===== src/xbus_defs.vh =====
// constants for the external expansion bus pin engine
// assumes a 100 MHz core clock and a five-state machine cycle
`ifndef XBUS_DEFS_VH
`define XBUS_DEFS_VH

// machine cycle slots, in core clocks
`define XBUS_SLOT_ADDR   3'h0
`define XBUS_SLOT_ALE_LO 3'h1
`define XBUS_SLOT_STRB   3'h2
`define XBUS_SLOT_SAMP   3'h3
`define XBUS_SLOT_LAST   3'h4

// command codes from the core
`define XBUS_CMD_IDLE    3'h0
`define XBUS_CMD_FETCH   3'h1
`define XBUS_CMD_READ    3'h2
`define XBUS_CMD_WRITE   3'h3
`define XBUS_CMD_OUTP    3'h4
`define XBUS_CMD_EXP     3'h5

// reset values
`define XBUS_BYTE_ZERO   8'h00
`define XBUS_BYTE_ONES   8'hff
`define XBUS_NIB_ZERO    4'h0
`define XBUS_NIB_ONES    4'hf
`define XBUS_CNT_ZERO    8'h00
`define XBUS_CNT_ONE     8'h01

`endif


===== src/xbus_pins.v =====
// external expansion bus pin engine: strobes, shared bus, port 2 nibbles,
// port 1, expander strobe and test input one.
// assumes a core issues one command per machine cycle on cmd_i, held until
// cmd_ack_o; pins are sampled synchronously to clk_i.
//
// Operation
// [RULE1] external fetch select forces every fetch to external program memory
// [RULE2] read strobe goes low during bus reads
// [RULE3] program fetch strobe low only for fetches from external memory
// [RULE4] store strobe goes low during bus writes
// [RULE5] address capture strobe pulses once every machine cycle
// [RULE6] address valid on shared bus at falling edge of capture strobe
// [RULE7] shared bus written or read synchronously under store or read strobe
// [RULE8] shared bus can hold written output value statically latched
// [RULE9] low eight program address bits driven on bus during external fetch
// [RULE10] instruction byte taken from bus while program fetch strobe low
// [RULE11] data access: address under capture strobe, then read or store data
// [RULE12] upper four program address bits on port two low nibble
// [RULE13] port two low nibble also carries expander command and data nibbles
// [RULE14] expander strobe times nibble transfers with the expander
// [RULE15] port one and port two high nibble are quasi-bidirectional
// [RULE16] jump instructions sample test input one high or low
// [RULE17] after start count, test input one is the counter event input
// [RULE18] shared bus floats during reset unless external fetch select high; code floats it during reset whatever the select level
// [RULE19] external fetch select raised only while reset is held low
// [RULE20] read, store and program fetch strobes never low together
`timescale 1ns/1ps
`include "xbus_defs.vh"

module xbus_pins (
  input  wire        clk_i,
  input  wire        rst_n_i,
  // core side
  input  wire [2:0]  cmd_i,
  input  wire [11:0] addr_i,
  input  wire [7:0]  wdata_i,
  input  wire [3:0]  exp_nib_i,
  input  wire        int_rom_hit_i,
  input  wire [7:0]  port_one_wr_i,
  input  wire        port_one_we_i,
  input  wire [3:0]  port_two_high_wr_i,
  input  wire        port_two_high_we_i,
  input  wire        start_count_instruction_i,
  input  wire        stop_count_i,
  output reg         cmd_ack_o,
  output reg  [7:0]  rdata_o,
  output reg         rdata_ext_o,
  output reg  [3:0]  exp_rdata_o,
  output reg         cycle_start_o,
  output reg         test_one_level_o,
  output reg  [7:0]  event_count_o,
  output reg  [7:0]  port_one_in_o,
  output reg  [3:0]  port_two_high_in_o,
  // pins
  input  wire        external_fetch_select_i,
  output reg         address_capture_strobe_o,
  output reg         read_strobe_n_o,
  output reg         store_strobe_n_o,
  output reg         program_fetch_strobe_n_o,
  output reg         expander_strobe_o,
  input  wire [7:0]  shared_bus_lines_i,
  output reg  [7:0]  shared_bus_lines_o,
  output reg  [7:0]  shared_bus_lines_oe_o,
  input  wire [3:0]  port_two_low_nibble_i,
  output reg  [3:0]  port_two_low_nibble_o,
  output reg  [3:0]  port_two_low_nibble_oe_o,
  input  wire [3:0]  port_two_high_nibble_i,
  output reg  [3:0]  port_two_high_nibble_o,
  output reg  [3:0]  port_two_high_nibble_oe_o,
  input  wire [7:0]  port_one_lines_i,
  output reg  [7:0]  port_one_lines_o,
  output reg  [7:0]  port_one_lines_oe_o,
  input  wire        test_input_one_i
);

  reg  [2:0] slot_q;
  reg  [2:0] op_q;
  reg        ext_sel_q;
  reg  [7:0] bus_latch_q;
  // set by a bus output command; keeps the latched byte on the pins
  reg        bus_hold_q;
  reg        count_on_q;
  reg        t1_prev_q;
  reg  [7:0] p1_q;
  reg  [3:0] p2h_q;
  reg  [7:0] p1_prev_q;
  reg  [3:0] p2h_prev_q;

  // fetch is external when select pin is high or address misses internal rom
  wire fetch_ext = ext_sel_q | ~int_rom_hit_i; // RULE1

  // quasi-bidirectional drive: strong pulse on a rising write, then weak high
  // modelled as oe only for a low bit or the first cycle of a 0->1 change
  function [7:0] quasi_oe;
    input [7:0] val;
    input [7:0] prev;
    begin
      quasi_oe = ~val | (val & ~prev);
    end
  endfunction

  // external fetch select sampled at every machine cycle start, not under async reset
  // limitation: a select change is only seen at the next cycle start (slot 0)
  always @(posedge clk_i or negedge rst_n_i) begin
    if (!rst_n_i) begin
      ext_sel_q <= 1'b0;
    end else if (slot_q == `XBUS_SLOT_ADDR && op_q == `XBUS_CMD_IDLE) begin
      ext_sel_q <= external_fetch_select_i; // RULE19
    end
  end

  // machine cycle slot counter and command capture
  always @(posedge clk_i or negedge rst_n_i) begin
    if (!rst_n_i) begin
      slot_q        <= `XBUS_SLOT_ADDR;
      op_q          <= `XBUS_CMD_IDLE;
      cmd_ack_o     <= 1'b0;
      cycle_start_o <= 1'b0;
    end else begin
      cmd_ack_o     <= (slot_q == `XBUS_SLOT_LAST) && (op_q != `XBUS_CMD_IDLE);
      cycle_start_o <= (slot_q == `XBUS_SLOT_LAST);
      if (slot_q == `XBUS_SLOT_LAST) begin
        slot_q <= `XBUS_SLOT_ADDR;
        op_q   <= `XBUS_CMD_IDLE;
      end else begin
        slot_q <= slot_q + 3'h1;
        // a command still held during the ack pulse is refused, not run twice
        if (slot_q == `XBUS_SLOT_ADDR && !cmd_ack_o) begin
          op_q <= cmd_i;
        end
      end
    end
  end

  // strobes: capture strobe high in slot 0 only, one strobe per cycle
  always @(posedge clk_i or negedge rst_n_i) begin
    if (!rst_n_i) begin
      address_capture_strobe_o <= 1'b0;
      read_strobe_n_o          <= 1'b1;
      store_strobe_n_o         <= 1'b1;
      program_fetch_strobe_n_o <= 1'b1;
      expander_strobe_o        <= 1'b1;
    end else begin
      address_capture_strobe_o <= (slot_q == `XBUS_SLOT_LAST); // RULE5
      read_strobe_n_o  <= 1'b1;
      store_strobe_n_o <= 1'b1;
      program_fetch_strobe_n_o <= 1'b1;
      expander_strobe_o <= 1'b1;
      if (slot_q == `XBUS_SLOT_ALE_LO || slot_q == `XBUS_SLOT_STRB) begin
        // op_q selects at most one strobe, so they never overlap
        case (op_q)
          // internal fetches keep the fetch strobe high so external rom stays idle
          `XBUS_CMD_FETCH: program_fetch_strobe_n_o <= ~fetch_ext; // RULE3 RULE20
          `XBUS_CMD_READ:  read_strobe_n_o  <= 1'b0; // RULE2 RULE11
          `XBUS_CMD_WRITE: store_strobe_n_o <= 1'b0; // RULE4 RULE11
          `XBUS_CMD_EXP:   expander_strobe_o <= 1'b0; // RULE14
          default:         expander_strobe_o <= 1'b1;
        endcase
      end
    end
  end

  // shared bus drive: address while capture strobe high, data on writes
  always @(posedge clk_i or negedge rst_n_i) begin
    if (!rst_n_i) begin
      shared_bus_lines_o    <= `XBUS_BYTE_ZERO;
      shared_bus_lines_oe_o <= `XBUS_BYTE_ZERO; // RULE18
      bus_latch_q           <= `XBUS_BYTE_ZERO;
      bus_hold_q            <= 1'b0;
    end else begin
      if (slot_q == `XBUS_SLOT_LAST) begin
        // next cycle's address set up before the capture strobe falls
        if (cmd_i == `XBUS_CMD_FETCH && fetch_ext) begin
          shared_bus_lines_o    <= addr_i[7:0]; // RULE9 RULE6
          shared_bus_lines_oe_o <= `XBUS_BYTE_ONES;
        end else if (cmd_i == `XBUS_CMD_READ || cmd_i == `XBUS_CMD_WRITE) begin
          shared_bus_lines_o    <= addr_i[7:0]; // RULE11 RULE6
          shared_bus_lines_oe_o <= `XBUS_BYTE_ONES;
        end else begin
          // released unless the output latch or external select owns the bus
          shared_bus_lines_o    <= bus_latch_q; // RULE8
          shared_bus_lines_oe_o <= (ext_sel_q || bus_hold_q) ? `XBUS_BYTE_ONES : `XBUS_BYTE_ZERO;
        end
      end else if (slot_q == `XBUS_SLOT_ALE_LO) begin
        // op_q is only valid from slot 1 on; slot 0 still shows the idle code
        // release for reads, drive data for stores, else static latch
        case (op_q)
          `XBUS_CMD_WRITE: begin
            shared_bus_lines_o    <= wdata_i; // RULE7
            shared_bus_lines_oe_o <= `XBUS_BYTE_ONES;
          end
          `XBUS_CMD_FETCH, `XBUS_CMD_READ: begin
            shared_bus_lines_oe_o <= `XBUS_BYTE_ZERO; // RULE7
          end
          `XBUS_CMD_OUTP: begin
            bus_latch_q           <= wdata_i; // RULE8
            bus_hold_q            <= 1'b1; // RULE8
            shared_bus_lines_o    <= wdata_i;
            shared_bus_lines_oe_o <= `XBUS_BYTE_ONES;
          end
          default: begin
            shared_bus_lines_o <= shared_bus_lines_o;
          end
        endcase
      end
    end
  end

  // read data sampled at the end of the strobe window
  // the strobe is still low at this edge, so the partner is still driving
  always @(posedge clk_i or negedge rst_n_i) begin
    if (!rst_n_i) begin
      rdata_o     <= `XBUS_BYTE_ZERO;
      rdata_ext_o <= 1'b0;
      exp_rdata_o <= `XBUS_NIB_ZERO;
    end else if (slot_q == `XBUS_SLOT_SAMP) begin
      if ((op_q == `XBUS_CMD_FETCH && fetch_ext) || op_q == `XBUS_CMD_READ) begin
        rdata_o     <= shared_bus_lines_i; // RULE10 RULE7
        rdata_ext_o <= 1'b1;
      end else begin
        rdata_ext_o <= 1'b0;
      end
      if (op_q == `XBUS_CMD_EXP) begin
        exp_rdata_o <= port_two_low_nibble_i; // RULE13
      end
    end
  end

  // port two low nibble: upper fetch address, or expander nibble
  // trade-off: command nibble shown before the strobe, data nibble during it
  always @(posedge clk_i or negedge rst_n_i) begin
    if (!rst_n_i) begin
      port_two_low_nibble_o    <= `XBUS_NIB_ZERO;
      port_two_low_nibble_oe_o <= `XBUS_NIB_ZERO;
    end else if (slot_q == `XBUS_SLOT_LAST) begin
      if (cmd_i == `XBUS_CMD_FETCH && fetch_ext) begin
        port_two_low_nibble_o    <= addr_i[11:8]; // RULE12
        port_two_low_nibble_oe_o <= `XBUS_NIB_ONES;
      end else if (cmd_i == `XBUS_CMD_EXP) begin
        port_two_low_nibble_o    <= exp_nib_i; // RULE13
        port_two_low_nibble_oe_o <= `XBUS_NIB_ONES;
      end else begin
        port_two_low_nibble_oe_o <= `XBUS_NIB_ZERO;
      end
    end else if (slot_q == `XBUS_SLOT_ALE_LO && op_q == `XBUS_CMD_EXP && wdata_i[0]) begin
      // command nibble first, then data nibble for expander writes
      port_two_low_nibble_o <= wdata_i[7:4]; // RULE13
    end else if (slot_q == `XBUS_SLOT_ALE_LO && op_q == `XBUS_CMD_EXP) begin
      port_two_low_nibble_oe_o <= `XBUS_NIB_ZERO;
    end
  end

  // high nibble reuses the byte-wide drive rule with the spare bits held high
  wire [7:0] p2h_oe_w = quasi_oe({`XBUS_NIB_ONES, p2h_q}, {`XBUS_NIB_ONES, p2h_prev_q});

  // quasi-bidirectional ports; inputs read back from the pins
  always @(posedge clk_i or negedge rst_n_i) begin
    if (!rst_n_i) begin
      p1_q      <= `XBUS_BYTE_ONES;
      p2h_q     <= `XBUS_NIB_ONES;
      p1_prev_q <= `XBUS_BYTE_ONES;
      p2h_prev_q <= `XBUS_NIB_ONES;
      port_one_lines_o    <= `XBUS_BYTE_ONES;
      port_one_lines_oe_o <= `XBUS_BYTE_ZERO;
      port_two_high_nibble_o    <= `XBUS_NIB_ONES;
      port_two_high_nibble_oe_o <= `XBUS_NIB_ZERO;
      port_one_in_o       <= `XBUS_BYTE_ZERO;
      port_two_high_in_o  <= `XBUS_NIB_ZERO;
    end else begin
      if (port_one_we_i) p1_q <= port_one_wr_i;
      if (port_two_high_we_i) p2h_q <= port_two_high_wr_i;
      p1_prev_q  <= p1_q;
      p2h_prev_q <= p2h_q;
      port_one_lines_o    <= p1_q;
      port_one_lines_oe_o <= quasi_oe(p1_q, p1_prev_q); // RULE15
      port_two_high_nibble_o    <= p2h_q;
      port_two_high_nibble_oe_o <= p2h_oe_w[3:0]; // RULE15
      port_one_in_o      <= port_one_lines_i;
      port_two_high_in_o <= port_two_high_nibble_i;
    end
  end

  // test input one: level for jumps, falling edges counted once started
  // pin idles high and prev resets low, so no false edge follows reset
  always @(posedge clk_i or negedge rst_n_i) begin
    if (!rst_n_i) begin
      test_one_level_o <= 1'b0;
      t1_prev_q        <= 1'b0;
      count_on_q       <= 1'b0;
      event_count_o    <= `XBUS_CNT_ZERO;
    end else begin
      test_one_level_o <= test_input_one_i; // RULE16
      t1_prev_q        <= test_input_one_i;
      if (start_count_instruction_i) begin
        count_on_q <= 1'b1; // RULE17
      end else if (stop_count_i) begin
        count_on_q <= 1'b0;
      end
      if (count_on_q && t1_prev_q && !test_input_one_i) begin
        event_count_o <= event_count_o + `XBUS_CNT_ONE; // RULE17
      end
    end
  end

endmodule // xbus_pins


===== config.mk =====
export PLATFORM = sky130hd
export DESIGN_NAME = xbus_pins
export DESIGN_NICKNAME = d
export VERILOG_FILES = /design/src/xbus_pins.v
export VERILOG_INCLUDE_DIRS = /design/src
export SDC_FILE = /design/constraint.sdc
export NUM_CORES = 1
export LEC_CHECK = 0
export ABC_AREA = 1
export BUFFER_PORTS_ARGS = -buffer_cell sky130_fd_sc_hd__buf_2
export CORE_MARGIN = 2
export CORE_UTILIZATION = 50
export DETAILED_ROUTE_END_ITERATION = 10
export HOLD_SLACK_MARGIN = 0.15
export PLACE_DENSITY = 0.8
export SKIP_LAST_GASP = 1
export SLEW_MARGIN = 10
export SYNTH_ARGS = -nofsm -noshare
export SYNTH_HDL_FRONTEND = slang
export SYNTH_SLANG_ARGS = --single-unit
export TNS_END_PERCENT = 1

===== constraint.sdc =====
create_clock -name clk_i -period 3.55 [get_ports clk_i]
set_input_delay 0.71 -clock clk_i [delete_from_list [all_inputs] [get_ports clk_i]]
set_output_delay 0.71 -clock clk_i [all_outputs]
set_load 0.1 [all_outputs]

### Word level (Yosys, flattened, before mapping)

Index checks and enable logic that the tools add are counted.

| word-level totals | value |
|---|---|
| logic and storage cells | 126 |
| register bits | 117 |

| operators by class | value |
|---|---|
| mux-type cells | 34 |
| bitwise gates (word level) | 12 |
| equal/unequal tests | 15 |
| reduce and logical (&&, ||, !) cells | 34 |
| $add $sub $neg | 2 |

Operator list:

| kind | count |
|---|---|
| $mux 8 | 10 |
| $mux 4 | 9 |
| $eq 3x2->1 const B | 6 |
| $not 8->8 | 2 |
| $pmux 8 s2 | 1 |
| $eq 3x3->1 const B | 4 |
| $reduce_and 2->1 | 6 |
| $reduce_bool 2->1 | 6 |
| $mux 1 | 11 |
| $eq 3x1->1 const B | 3 |
| $logic_and 1x1->1 | 9 |
| $mux 3 | 3 |
| $add 8x1->8 const B | 1 |
| $and 8x8->8 | 1 |
| $not 4->4 | 2 |
| $or 8x8->8 | 1 |
| $logic_not 3->1 | 2 |
| $reduce_bool 3->1 | 2 |
| $and 4x4->4 | 1 |
| $logic_or 1x1->1 | 4 |
| $or 4x4->4 | 1 |
| $reduce_or 2->1 | 2 |
| $add 3x1->3 const B | 1 |
| $ne 3x1->1 const B | 1 |
| other kinds (5) | 8 |

### Longest topological paths before layout

Gate-level depths: netlist of run 1.

| logic depth | value |
|---|---|
| word-level depth | 5 |
| depth in mapped cells | 10 |

### Worst setup path before layout of run 1

No wires, ideal clock.

| timing path | value |
|---|---|
| path type | register -> output |
| start point | register, netlist name shared_bus_lines_oe_o[6] |
| end point | output shared_bus_lines_oe_o[1] |
| stages on the path, launching flop included | 2 |
| arrival | 1.440 ns |
| path slack | 1.400 ns |
| path buffers | 1 |
| cell sequence | dfrtp_1 > buf_4 |

RTL lines:

| element | RTL line | RTL |
|---|---|---|
| end: declaration | xbus_pins.v:63 | `output reg [7:0] shared_bus_lines_oe_o,` |

==> results by stage, run 1 <==
Run status:
- The flow ran to the end, and the final reports show no timing, DRC or antenna violations.

Timing:
- The worst-margin pin slew is 0.9126 ns.
- Subtracting the final worst setup slack from the clock period gives 2.049 ns.
- The final max-slew violation count is 0.
- The highest clock rate is 488.0 MHz.
- Setup repair after global routing left no endpoint under its margin.
- The count of endpoints failing hold in the final timing report was 0.
- The relative slew slack is 0.3916.
- The aggregate negative setup slack is 0 ns.
- On the final layout, the worst clock skew is 0.01366 ns.
- Setup violations remaining at the end of the flow were counted as 0.
- The hold slack is 0.3684 ns.
- In the finished design, the share of the clock period the worst path needs comes to 0.5772.

CTS:
- The master cell of the clock root buffer is sky130_fd_sc_hd__clkbuf_8.
- The H-tree depth reported by CTS is 3.
- In this run, post-CTS hold repair placed 0 buffers.
- The number of setup buffers added after CTS is 0.
- The number of gates given a new drive strength after cts is 0.
- The clock-pin slew on the worst setup and hold paths is 0.11 ns.
- The TritonCTS buffer count is 9.
- The worst-case clock buffer depth is 2.
- The later-pin clock latency in the skew report is 0.36 ns.
- The TritonCTS clock tree is yes.
- For this design, the sink count on the clock tree is 107.

Cells and area:
- Leaving out fill and tap cells, the most frequent cell in the layout is sky130_fd_sc_hd__buf_2.
- In the final layout, the share of cells above drive strength 1 is 0.4493.
- In the layout the commonest cells are sky130_fd_sc_hd__buf_2 (159), sky130_fd_sc_hd__nand2_1 (115), sky130_fd_sc_hd__dfrtp_1 (79), sky130_fd_sc_hd__nor2_1 (40), sky130_fd_sc_hd__nand3_1 (30).
- The number of inserted diodes is 0.
- The number of nets in the layout is 674.
- The register cell area after layout is 0.002713 mm^2.
- The layout overhead on the synthesized area is 21.90%.
- The area of combinational cells with multiple inputs is 0.001555 mm^2.
- The layout has 755 filler cells.

Hold path:
- The path with the worst hold slack has its endpoint at p2h_prev_q[0]$_DFF_PN1_.
- In this run the worst hold path is classified as register to register.
- The worst hold path passes through 0 cells.
- The startpoint of the worst hold path is p2h_q[0]$_DFFE_PN1P_.

Pwr:
- The leakage power of the design is 2.895 nW.
- Power spread over the standard cell area amounts to 758.0 mW/mm^2.
- The worst vdd rail ir drop is 0.4540 mV.

Routing:
- In the routed design, unresolved DRC markers number 0.
- Dividing the detail-routed wire length by the instance count gives 13.50 um.
- In this run, the number of DRC markers left after iteration 0 of detailed routing was 155.
- After detailed routing, the total wire length is 9569 um.
- The number of nets still failing antenna checks after routing is 0.
- The first TritonRoute pass finished after 4 iterations.
- In the routed layout, each cell is associated on average with a via count of 4.922.
- The via total after detailed routing is 3490.

Yosys:
- Synthesis inferred 107 register bits.
- Of all flip-flops after synthesis, the portion carrying an async set or reset was 1.000.
- The Yosys step of the flow raised 0 warnings.
- Sorting the synthesized cells by area gives the leading types as sky130_fd_sc_hd__dfrtp_1 (43%), sky130_fd_sc_hd__dfstp_2 (16%), sky130_fd_sc_hd__nand2_1 (9.5%).
- For this run, the register share of the synthesized area comes to 0.5941.
- After synthesis, the netlist uses 33 different library cells.
- The synthesized netlist occupies a cell area of 0.004566 mm^2.
- The cell accounting for the most synthesized area is sky130_fd_sc_hd__dfrtp_1.
- In this run, synthesis inferred 0 flip-flops with an integrated enable.
- The dominant synthesized flop cell is sky130_fd_sc_hd__dfrtp_1.
- When the netlist entered floorplanning its net count stood at 523.
- The share of synthesized area in the top cell type comes to 0.4330.
- Synthesis produced 445 cells.
- Dividing the synthesized area by the synthesized cell count gives 10.26 um^2.

Floorplanning:
- The floorplan step set the die width to 99.56 um.
- The area of the placeable core is 0.008806 mm^2.
- The initial utilization of the core area, before any placement, comes to 0.5185.
- The row count is 34.
- The die covers 0.009911 mm^2.
- The die is 99.56 um tall.
- 161 I/O pins were placed.

Setup path:
- At the worst endpoint, the required time is 2.84 ns.
- The number of cells on the worst reg-to-reg path is 7.
- The critical path start-end classification is register to primary output.
- The highest fanout seen on the critical path is 2.
- The slowest stage of the critical path is the sky130_fd_sc_hd__dfstp_2 cell.
- For this run, the slowest stage of the critical path takes 0.55 ns.
- The critical path endpoint category is a primary output.
- The startpoint type of the worst setup path is a register.
- The number of stages on the worst setup path is 1.
- The worst register-to-register path begins at slot_q[0]$_DFF_PN0_.
- Among cell families on the critical path, the largest total delay comes from flip-flops.
- The slack of the worst reg-to-reg path is 1.84 ns.
- The number of buffer and inverter stages on the critical path is 1.
- STA puts the critical path data arrival time at 1.34 ns.
- The endpoint identified for the worst register-to-register timing path is shared_bus_lines_o[2]$_DFFE_PN0P_.
- Traced cell by cell, the critical path runs through buf_2.

Run:
- Max-cap violations in this run came to 0.

Place:
- The routability-driven placement congestion ratio is 0.8711.
- The total half-perimeter wirelength after legalization and detailed placement is 7353 um.
- During placement, the flow inserted port buffers numbering 160.

GRT:
- The first-pass GRT wire length is 15760 um.
- For this run the aggregate overflow at the end of global routing stands at 0.
- The number of global-route vias before repair is 3316.
- The initial antenna violation count came to 0.
- In the global route stage, overall resource usage came out at 0.2009.
- The pin count of the biggest net entering global routing is 76.
cell families after synthesis:
logic type,after synthesis,share of synthesized area
compound gates,25,0.04440
xor+xnor,7,0.01343
fa+ha+maj,6,0.01644
buf+inv,59,0.06522
flops,107,0.5941
mux,13,0.03206
simple gates,228,0.2343
Yosys cell counts, types with 8 or more instances:
cell / n
sky130_fd_sc_hd__dfstp_2: 28
sky130_fd_sc_hd__a21oi_2: 8
sky130_fd_sc_hd__mux2_2: 13
sky130_fd_sc_hd__nand4_1: 17
sky130_fd_sc_hd__inv_2: 9
sky130_fd_sc_hd__inv_1: 27
sky130_fd_sc_hd__nand2_1: 115
sky130_fd_sc_hd__buf_4: 13
sky130_fd_sc_hd__nand3_1: 30
sky130_fd_sc_hd__o21ai_2: 8
sky130_fd_sc_hd__nor2_1: 40
sky130_fd_sc_hd__nor2_4: 8
sky130_fd_sc_hd__dfrtp_1: 79
area by class of cell:
| type | count | area share |
|---|---|---|
| Sequential cell | 107 | 0.4874 |
| Multi-Input combinational cell | 279 | 0.2795 |
| Timing Repair Buffer | 162 | 0.1470 |
| Inverter | 37 | 0.02630 |
| Clock buffer | 10 | 0.02473 |
| Tap cell | 108 | 0.02428 |
| Clock inverter | 6 | 0.01079 |
worst max-delay path by stage:
stage,to,slack [ns],start
after floorplan,shared_bus_lines_oe_o[1],1.40,shared_bus_lines_oe_o[6]$_DFFE_PN0P_
after global placement,shared_bus_lines_o[6]$_DFFE_PN0P_,1.52,cmd_i[1]
after detailed placement,shared_bus_lines_o[6]$_DFFE_PN0P_,1.47,cmd_i[1]
after CTS,port_two_high_nibble_o[0],1.47,p2h_prev_q[0]$_DFF_PN1_
after global routing,port_two_high_nibble_o[0],1.45,p2h_prev_q[0]$_DFF_PN1_
final,port_two_high_nibble_o[2],1.50,p2h_prev_q[2]$_DFF_PN1_
stage by stage:
stage,util,setup slack (ns),std cells,cell area (um^2),power (W)
floorplan,-,1.400,445,4566,0.003239
global placement,0.6095,1.516,693,5368,0.003506
detailed placement,0.6095,1.465,693,5368,0.003536
CTS,0.6320,1.471,709,5565,0.004262
global route,0.6320,1.447,709,5565,0.004406
finish,0.6320,1.501,709,5565,0.004218
sequential cells by signal (all words and copies together) (netlist names), 8 cells and up:
signal / count
p1_prev_q: 8
port_one_in_o: 8
bus_latch_q: 8
rdata_o: 8
event_count_o: 8
p1_q: 8
port_one_lines_oe_o: 8
shared_bus_lines_o: 8
routing by layer:
| layer | global-route usage | vias up | part of all wire |
|---|---|---|---|
| met2 | 0.3264 | 110 | 0.51 |
| met5 | 0 | - | 0 |
| met3 | 0.05060 | 8 | 0.055 |
| met4 | 0.07692 | 0 | 0.014 |
| met1 | 0.2615 | 1660 | 0.42 |
| li1 | - | 1712 | - |
report_power, final:
group          internal (W)  switching, W  leakage, nW
sequential          0.00144      0.000152         1.22
combinational      0.000285       0.00162         1.57
clock              0.000290      0.000424       0.0991
total               0.00202       0.00220         2.89
Note: power is estimated with default switching activity, not from simulation.
==> run 2: changes to the inputs <==
==> constraint.sdc (replaced) <==
create_clock -name clk_i -period 2 [get_ports clk_i]
set_input_delay 0.4 -clock clk_i [delete_from_list [all_inputs] [get_ports clk_i]]
set_output_delay 0.4 -clock clk_i [all_outputs]
set_load 0.1 [all_outputs]
==> run 2 against run 1 <==
First-iteration DRC count down 17%; worst hold slack worse by 0.17 ns; sequential share of layout area shrank 1.7 points; critical path type unchanged; combinational power is 80% higher; clock-buffer cell count is the same; setup slack got worse by 1.2 ns; die area unchanged; via count rose by 2.9%; clock skew shrank 0.0021 ns; non-clock buffer count up 17.
==> results by stage, run 2 (synthesis results as in run 1) <==
Routing:
- After the first detailed-routing iteration, the DRC count stood at 129.
- The final wirelength is 9802 um.
- Using the TritonRoute via totals, the vias-per-cell ratio works out to 4.946.
- The detail route stage leaves a number of antenna-violating nets equal to 0.
- For this block, the via count after detailed routing is 3591.
- The final routed wire length divided by cell count is 13.50 um.
- The DRC violation count after routing is 0.
- The first detailed-routing pass ran for 4 iterations.

Setup path:
- In this design, the stage delay of the slowest critical-path cell is 0.55 ns.
- Data arrives at the worst endpoint at 1.34 ns.
- The critical path endpoint category is a primary output.
- The number of cells on the worst reg-to-reg path is 7.
- The required time of the worst setup path is 1.60 ns.
- The critical path goes through buf_2.
- Counting both buffers and inverters, the worst setup path holds a total of 1.
- The gate family responsible for the most delay along the worst path is flip-flops.
- In this run the critical register-to-register path is captured at shared_bus_lines_o[2]$_DFFE_PN0P_.
- The launch point of the critical path is p2h_prev_q[2]$_DFF_PN1_.
- The highest fanout seen on the critical path is 2.
- The critical path ends at port_two_high_nibble_o[2].
- Setup slack on the worst reg-to-reg path comes out at 0.34 ns.
- The number of stages on the worst setup path is 1.
- The worst setup path is of the register to primary output kind.
- The standard cell with the maximum stage delay on the critical path is sky130_fd_sc_hd__dfstp_2.
- The startpoint identified for the worst register-to-register timing path is slot_q[0]$_DFF_PN0_.
- STA classifies the critical path startpoint as a register.

Floorplanning:
- In this run the horizontal extent of the chip is 99.56 um.
- The chip height is 99.56 um.
- The initial utilization of the core area, before any placement, comes to 0.5185.
- The number of top-level pins is 161.
- The area of the die is 0.009911 mm^2.
- After floorplanning, the core was sized to cover 0.008806 mm^2.
- The floorplan has 34 rows.

CTS:
- The clock reaches the later pin of the worst-skew pair after 0.36 ns.
- TritonCTS built the clock tree.
- The H-tree depth reported by CTS is 3.
- After clock tree synthesis, the setup repair step added 0 buffers.
- Counting along the longest clock path gives a buffer depth of 2.
- The number of gates given a new drive strength after cts is 0.
- The CTS sink count is 107.
- The TritonCTS buffer count is 9.
- The clock-pin slew on the worst setup and hold paths is 0.11 ns.
- Buffers inserted to repair hold after CTS numbered 14.
- The root buffer cell chosen for the clock tree is sky130_fd_sc_hd__clkbuf_8.

Place:
- Port buffering added 160 buffers.
- Summing all placed instances gives a cell area of 0.005415 mm^2.
- The total half-perimeter wirelength after legalization and detailed placement is 7425 um.
- The routability-driven placement congestion ratio is 0.9072.

Timing:
- The relative slew slack is 0.6267.
- For the pin with the worst max-slew slack, the measured transition is 0.5599 ns.
- Setup repair after global routing left no endpoint under its margin.
- Setup violations remaining at the end of the flow were counted as 0.
- The final max-slew violation count is 0.
- The post-route minimum period is 1.739 ns.
- Static timing analysis puts the maximum clock frequency at 575.2 MHz.
- The count of endpoints failing hold in the final timing report is 0.
- The clock tree skew after final layout is 0.01157 ns.
- Dividing the final minimum period by the clock period gives 0.8693.
- The aggregate negative setup slack is 0 ns.

Pwr:
- The overall power after layout is 0.007620 W.
- Of the total power, the clock network draws 0.179.
- The share of total power dissipated in combinational logic is 0.450.
- The sequential share of power is 0.371.
- Cell internal power was estimated by the tool at 0.003701 W.
- The leakage power of the design is 2.980 nW.
- In this run the power spent charging and discharging nets is 0.003919 W.
- Across the VDD grid, the largest voltage drop is 0.7472 mV.
- Of the total power, the share spent switching nets is 0.5143.
- For this design the ratio of total power to cell area is 1322 mW/mm^2.

Cells and area:
- The design area is 0.005766 mm^2.
- The library cell used most frequently in the layout, excluding fill and tap cells, is sky130_fd_sc_hd__buf_2.
- The number of antenna diodes in the final layout is 0.
- The layout overhead on the synthesized area is 26.28%.
- The number of nets in the layout is 691.
- In the layout the commonest cells are sky130_fd_sc_hd__buf_2 (159), sky130_fd_sc_hd__nand2_1 (115), sky130_fd_sc_hd__dfrtp_1 (79), sky130_fd_sc_hd__nor2_1 (40), sky130_fd_sc_hd__nand3_1 (30).
- The number of fillers in the final layout is 694.
- The layout cell share with drive strength beyond 1 is 0.4401.

GRT:
- Entering global routing, the biggest net connects 37 pins.
- The number of global-route vias before repair is 3623.
- The total overflow left after global routing is 0.
- The initial antenna violation count came to 0.
- The total global-route track usage is 0.2063.
- The first global-routing pass estimated 16390 um of wire.

Hold path:
- In this run the worst hold path is classified as input pin to register.
- The startpoint of the worst hold path is stop_count_i.

Run status:
- The run finished with clean final reports.

Run:
- Across the run, the number of max-cap violations was 0.
run 2: changes by cell type in the layout (fill, tap and decap cells not counted), sizes merged:
| cell | delta |
|---|---|
| bufinv | +1 |
| inv | +1 |
| clkinv | -2 |
| dlygate4sd3 | +14 |
| buf | +3 |
run 2: final cells by class:
cell class / instances / area (um^2) / share of cell area
Sequential cell: 107 / 2713 / 0.4705
Multi-Input combinational cell: 279 / 1555 / 0.2697
Timing Repair Buffer: 179 / 1006 / 0.1745
Inverter: 37 / 146.4 / 0.02539
Tap cell: 108 / 135.1 / 0.02344
Clock buffer: 10 / 127.6 / 0.02214
Clock inverter: 6 / 82.58 / 0.01432
run 2: how the worst min path moves through the flow:
stage | endpoint | slack [ns] | cells past startpoint
2_1_floorplan | address_capture_strobe_o$_DFF_PN0_ | 0.10 | 0
3_3_place_gp | port_one_lines_oe_o[2]$_DFF_PN0_ | 0.30 | 1
3_5_place_dp | port_one_lines_oe_o[2]$_DFF_PN0_ | 0.31 | 1
4_1_cts | count_on_q$_DFFE_PN0P_ | 0.18 | 2
5_1_grt | count_on_q$_DFFE_PN0P_ | 0.19 | 2
6_report | count_on_q$_DFFE_PN0P_ | 0.20 | 2
run 2: power by group through the flow:
stage / logic [W] / clock network (W) / registers (W)
6_report: 0.00343 / 0.00137 / 0.00282
4_1_cts: 0.00344 / 0.00142 / 0.00283
5_1_grt: 0.00357 / 0.00150 / 0.00288
3_5_place_dp: 0.00342 / 0 / 0.00287
2_1_floorplan: 0.000918 / 0 / 0.00483
3_3_place_gp: 0.00339 / 0 / 0.00285
run 2: metal layers:
metal  track usage  share of wire  vias to the layer above
met3       0.04989          0.064                       20
li1              -              -                     1738
met1        0.2537           0.40                     1698
met5             0              0                        -
met4       0.08219          0.024                        0
met2        0.3514           0.51                      135
run 2: per-stage QoR:
| step | utilization | hold WS, ns | instances | setup WS, ns |
|---|---|---|---|---|
| 6_report | 0.6547 | 0.2023 | 726 | 0.2614 |
| 5_1_grt | 0.6547 | 0.1908 | 726 | 0.1080 |
| 4_1_cts | 0.6547 | 0.1811 | 726 | 0.2322 |
| 3_5_place_dp | 0.6149 | 0.3075 | 696 | 0.3539 |
| 3_3_place_gp | 0.6149 | 0.2986 | 696 | 0.4059 |
| 2_1_floorplan | - | 0.1044 | 445 | 0.1240 |
==> run 3: changes to the inputs <==
--- a/config.mk
+++ b/config.mk
@@ -13,6 +13,8 @@
 export DETAILED_ROUTE_END_ITERATION = 10
 export HOLD_SLACK_MARGIN = 0.15
 export PLACE_DENSITY = 0.8
+export RECOVER_POWER = 100
+export REMOVE_ABC_BUFFERS = 1
 export SKIP_LAST_GASP = 1
 export SLEW_MARGIN = 10
 export SYNTH_ARGS = -nofsm -noshare
==> run 3 against run 2 <==
Global-route usage is 0.36 points higher; sequential power about the same; via count grew 0.14%; largest cell class unchanged; largest power group unchanged.
==> results by stage, run 3 (synthesis results as in run 1) <==
Cells and area:
- The layout overhead on the synthesized area is 24.17%.
- Across the whole layout, storage elements account for 0.002713 mm^2.
- The layout cell share with drive strength beyond 1 is 0.3948.
- In the layout the commonest cells are sky130_fd_sc_hd__nand2_1 (116), sky130_fd_sc_hd__clkbuf_2 (90), sky130_fd_sc_hd__dfrtp_1 (79), sky130_fd_sc_hd__buf_2 (69), sky130_fd_sc_hd__nor2_1 (41).
- The area of combinational cells with multiple inputs is 0.001505 mm^2.
- The library cell used most frequently in the layout, excluding fill and tap cells, is sky130_fd_sc_hd__nand2_1.
- The repair_antennas step left the layout with diodes totalling 0.
- After the last flow step, the layout net total stands at 691.
- The filler cells instantiated in the layout total 725.
- Excluding fillers, the count of instances in the completed layout stands at 726.

Setup path:
- The critical path goes through clkbuf_2.
- STA classifies the critical path endpoint as a primary output.
- The endpoint of the lowest-slack register-to-register path is rdata_o[4]$_DFFE_PN0P_.
- In this run the critical register-to-register path is launched from ext_sel_q$_DFFE_PN0P_.
- The worst setup path is of the register to primary output kind.
- Along the worst path, the maximum fanout reaches 2.
- The maximum cell stage delay along the critical path is 0.55 ns.
- The standard cell with the maximum stage delay on the critical path is sky130_fd_sc_hd__dfstp_2.
- The startpoint type of the worst setup path is a register.
- The required time of the worst setup path is 1.60 ns.
- On the critical path the largest part of the delay comes from flip-flops.
- Data on the critical path arrives at its endpoint at 1.37 ns.
- For flop-to-flop paths, the worst setup slack is 0.28 ns.
- The number of cells on the worst reg-to-reg path is 7.
- Counting both buffers and inverters, the worst setup path holds a total of 1.

Place:
- The number of cells after detailed placement is 696.
- Input and output buffers added on the ports amount to 160.
- The routability-driven placement congestion ratio is 0.8959.
- The total half-perimeter wirelength after legalization and detailed placement is 7157 um.

GRT:
- The number of global-route vias before repair was 3468.
- The first-pass GRT wire length is 16520 um.
- Across every metal layer, demand over resource in global routing totals 0.2099.
- Entering global routing, the biggest net connects 108 pins.
- The initial antenna violation count came to 0.
- For this run the aggregate overflow at the end of global routing stands at 0.

Timing:
- The post-route minimum period is 1.768 ns.
- Between clock sinks in the finished design, the worst skew comes to 0.01619 ns.
- Setup repair after global routing left no endpoint under its margin.
- The relative slew slack is 0.3744.
- Dividing the final minimum period by the clock period gives 0.8842.
- The count of endpoints failing hold in the final timing report was 0.
- For the pin with the worst max-slew slack, the measured transition is 0.9383 ns.
- Setup violations remaining at the end of the flow were counted as 0.
- Static timing analysis puts the maximum clock frequency at 565.5 MHz.
- The final max-slew violation count was 0.
- For the final routed database, the setup TNS stands at 0 ns.

Routing:
- The final layout contains routed wiring with a total length of 9924 um.
- The DRC violation total after the first TritonRoute iteration is 170.
- In the routed layout, each cell is associated on average with a via count of 4.953.
- The via total after detailed routing is 3596.
- The number of iterations in the first detailed-routing pass is 5.
- The DRC violation count after routing is 0.
- The number of nets still failing antenna checks after routing is 0.
- The final routed wire length divided by cell count is 13.67 um.

CTS:
- The longest clock path from root to sink contains 2 buffers.
- Counting the buffers created by CTS gives 9.
- The TritonCTS clock tree is yes.
- The tree is rooted in a sky130_fd_sc_hd__clkbuf_8.
- The H-tree depth reported by CTS is 3.
- After clock tree synthesis, the clock-pin slew on the worst setup and hold paths is 0.10 ns.
- For the worst-skew pair, the clock arrives at the later sink with an insertion delay of 0.36 ns.
- The CTS sink count is 107.

Floorplanning:
- From left edge to right edge, the die measures 99.56 um.
- The number of top-level pins is 161.
- The row count is 34.
- The die covers 0.009911 mm^2.
- After floorplanning, the core was sized to cover 0.008806 mm^2.
- The die is 99.56 um tall.
- For this configuration, the core starts out at a cell density of 0.5185.

Hold path:
- The type of the tightest min-delay check is input pin to register.
- The terminating pin of the worst hold path is count_on_q$_DFFE_PN0P_.
- The worst hold path cell count is 2.
- The startpoint of the worst hold path is stop_count_i.

Run status:
- The run finished with clean final reports.

Pwr:
- The worst vdd rail ir drop is 0.7528 mV.
- Summed over all cells, the static leakage comes to 2.969 nW.
- For this design the ratio of total power to cell area is 1318 mW/mm^2.
- Total power for the finished layout comes to 0.007470 W.

Run:
- The max-cap violation count is 0.
-- run 3: cell type report --
cell class	instances	area share
inverter	37	0.02582
clock inverter	4	0.005959
multi-input combinational	279	0.2655
timing repair buffer	179	0.1730
tap	108	0.02384
sequential	107	0.4785
clock buffer	12	0.02737
-- run 3: metrics by stage --
stage	area (um^2)	util	hold slack [ns]	worst slack, ns
2_1_floorplan	4414	-	0.1044	-3.466
3_3_place_gp	5403	0.6135	0.3625	0.4410
3_5_place_dp	5403	0.6135	0.3676	0.3467
4_1_cts	5732	0.6509	0.1942	0.2382
5_1_grt	5669	0.6438	0.1933	0.08528
6_report	5669	0.6438	0.2055	0.2317
-- run 3: power by group --
group	internal [W]	leakage, nW	total, W	switching, W
logic	0.000492	1.65	0.00336	0.00287
clock network	0.000534	0.0985	0.00126	0.000729
registers	0.00255	1.22	0.00285	0.000293
total	0.00358	2.97	0.00747	0.00389
-- run 3: how the worst max path moves through the flow --
stage | depth (start not counted) | end | slack, ns | startpoint
2_1_floorplan | 0 | shared_bus_lines_oe_o[0] | -3.47 | shared_bus_lines_oe_o[6]$_DFFE_PN0P_
3_3_place_gp | 7 | shared_bus_lines_o[2]$_DFFE_PN0P_ | 0.44 | slot_q[0]$_DFF_PN0_
3_5_place_dp | 8 | port_two_low_nibble_o[1]$_DFFE_PN0P_ | 0.35 | slot_q[0]$_DFF_PN0_
4_1_cts | 1 | port_two_high_nibble_o[0] | 0.24 | p2h_prev_q[0]$_DFF_PN1_
5_1_grt | 7 | rdata_o[2]$_DFFE_PN0P_ | 0.09 | ext_sel_q$_DFFE_PN0P_
6_report | 1 | port_two_high_nibble_o[0] | 0.23 | p2h_prev_q[0]$_DFF_PN1_
-- run 3: timing repair --
action | CTS | global route
resized for setup | 0 | 0
hold buffers | 14 | 0
buffers inserted | 0 | 0
hold endpoints to repair | 92 | 0
-- run 3: metal layers --
metal,GRT usage,wire [um]
met3,0.03443,598
met1,0.2725,4134
met2,0.3534,4948
met5,0,0
met4,0.08430,243
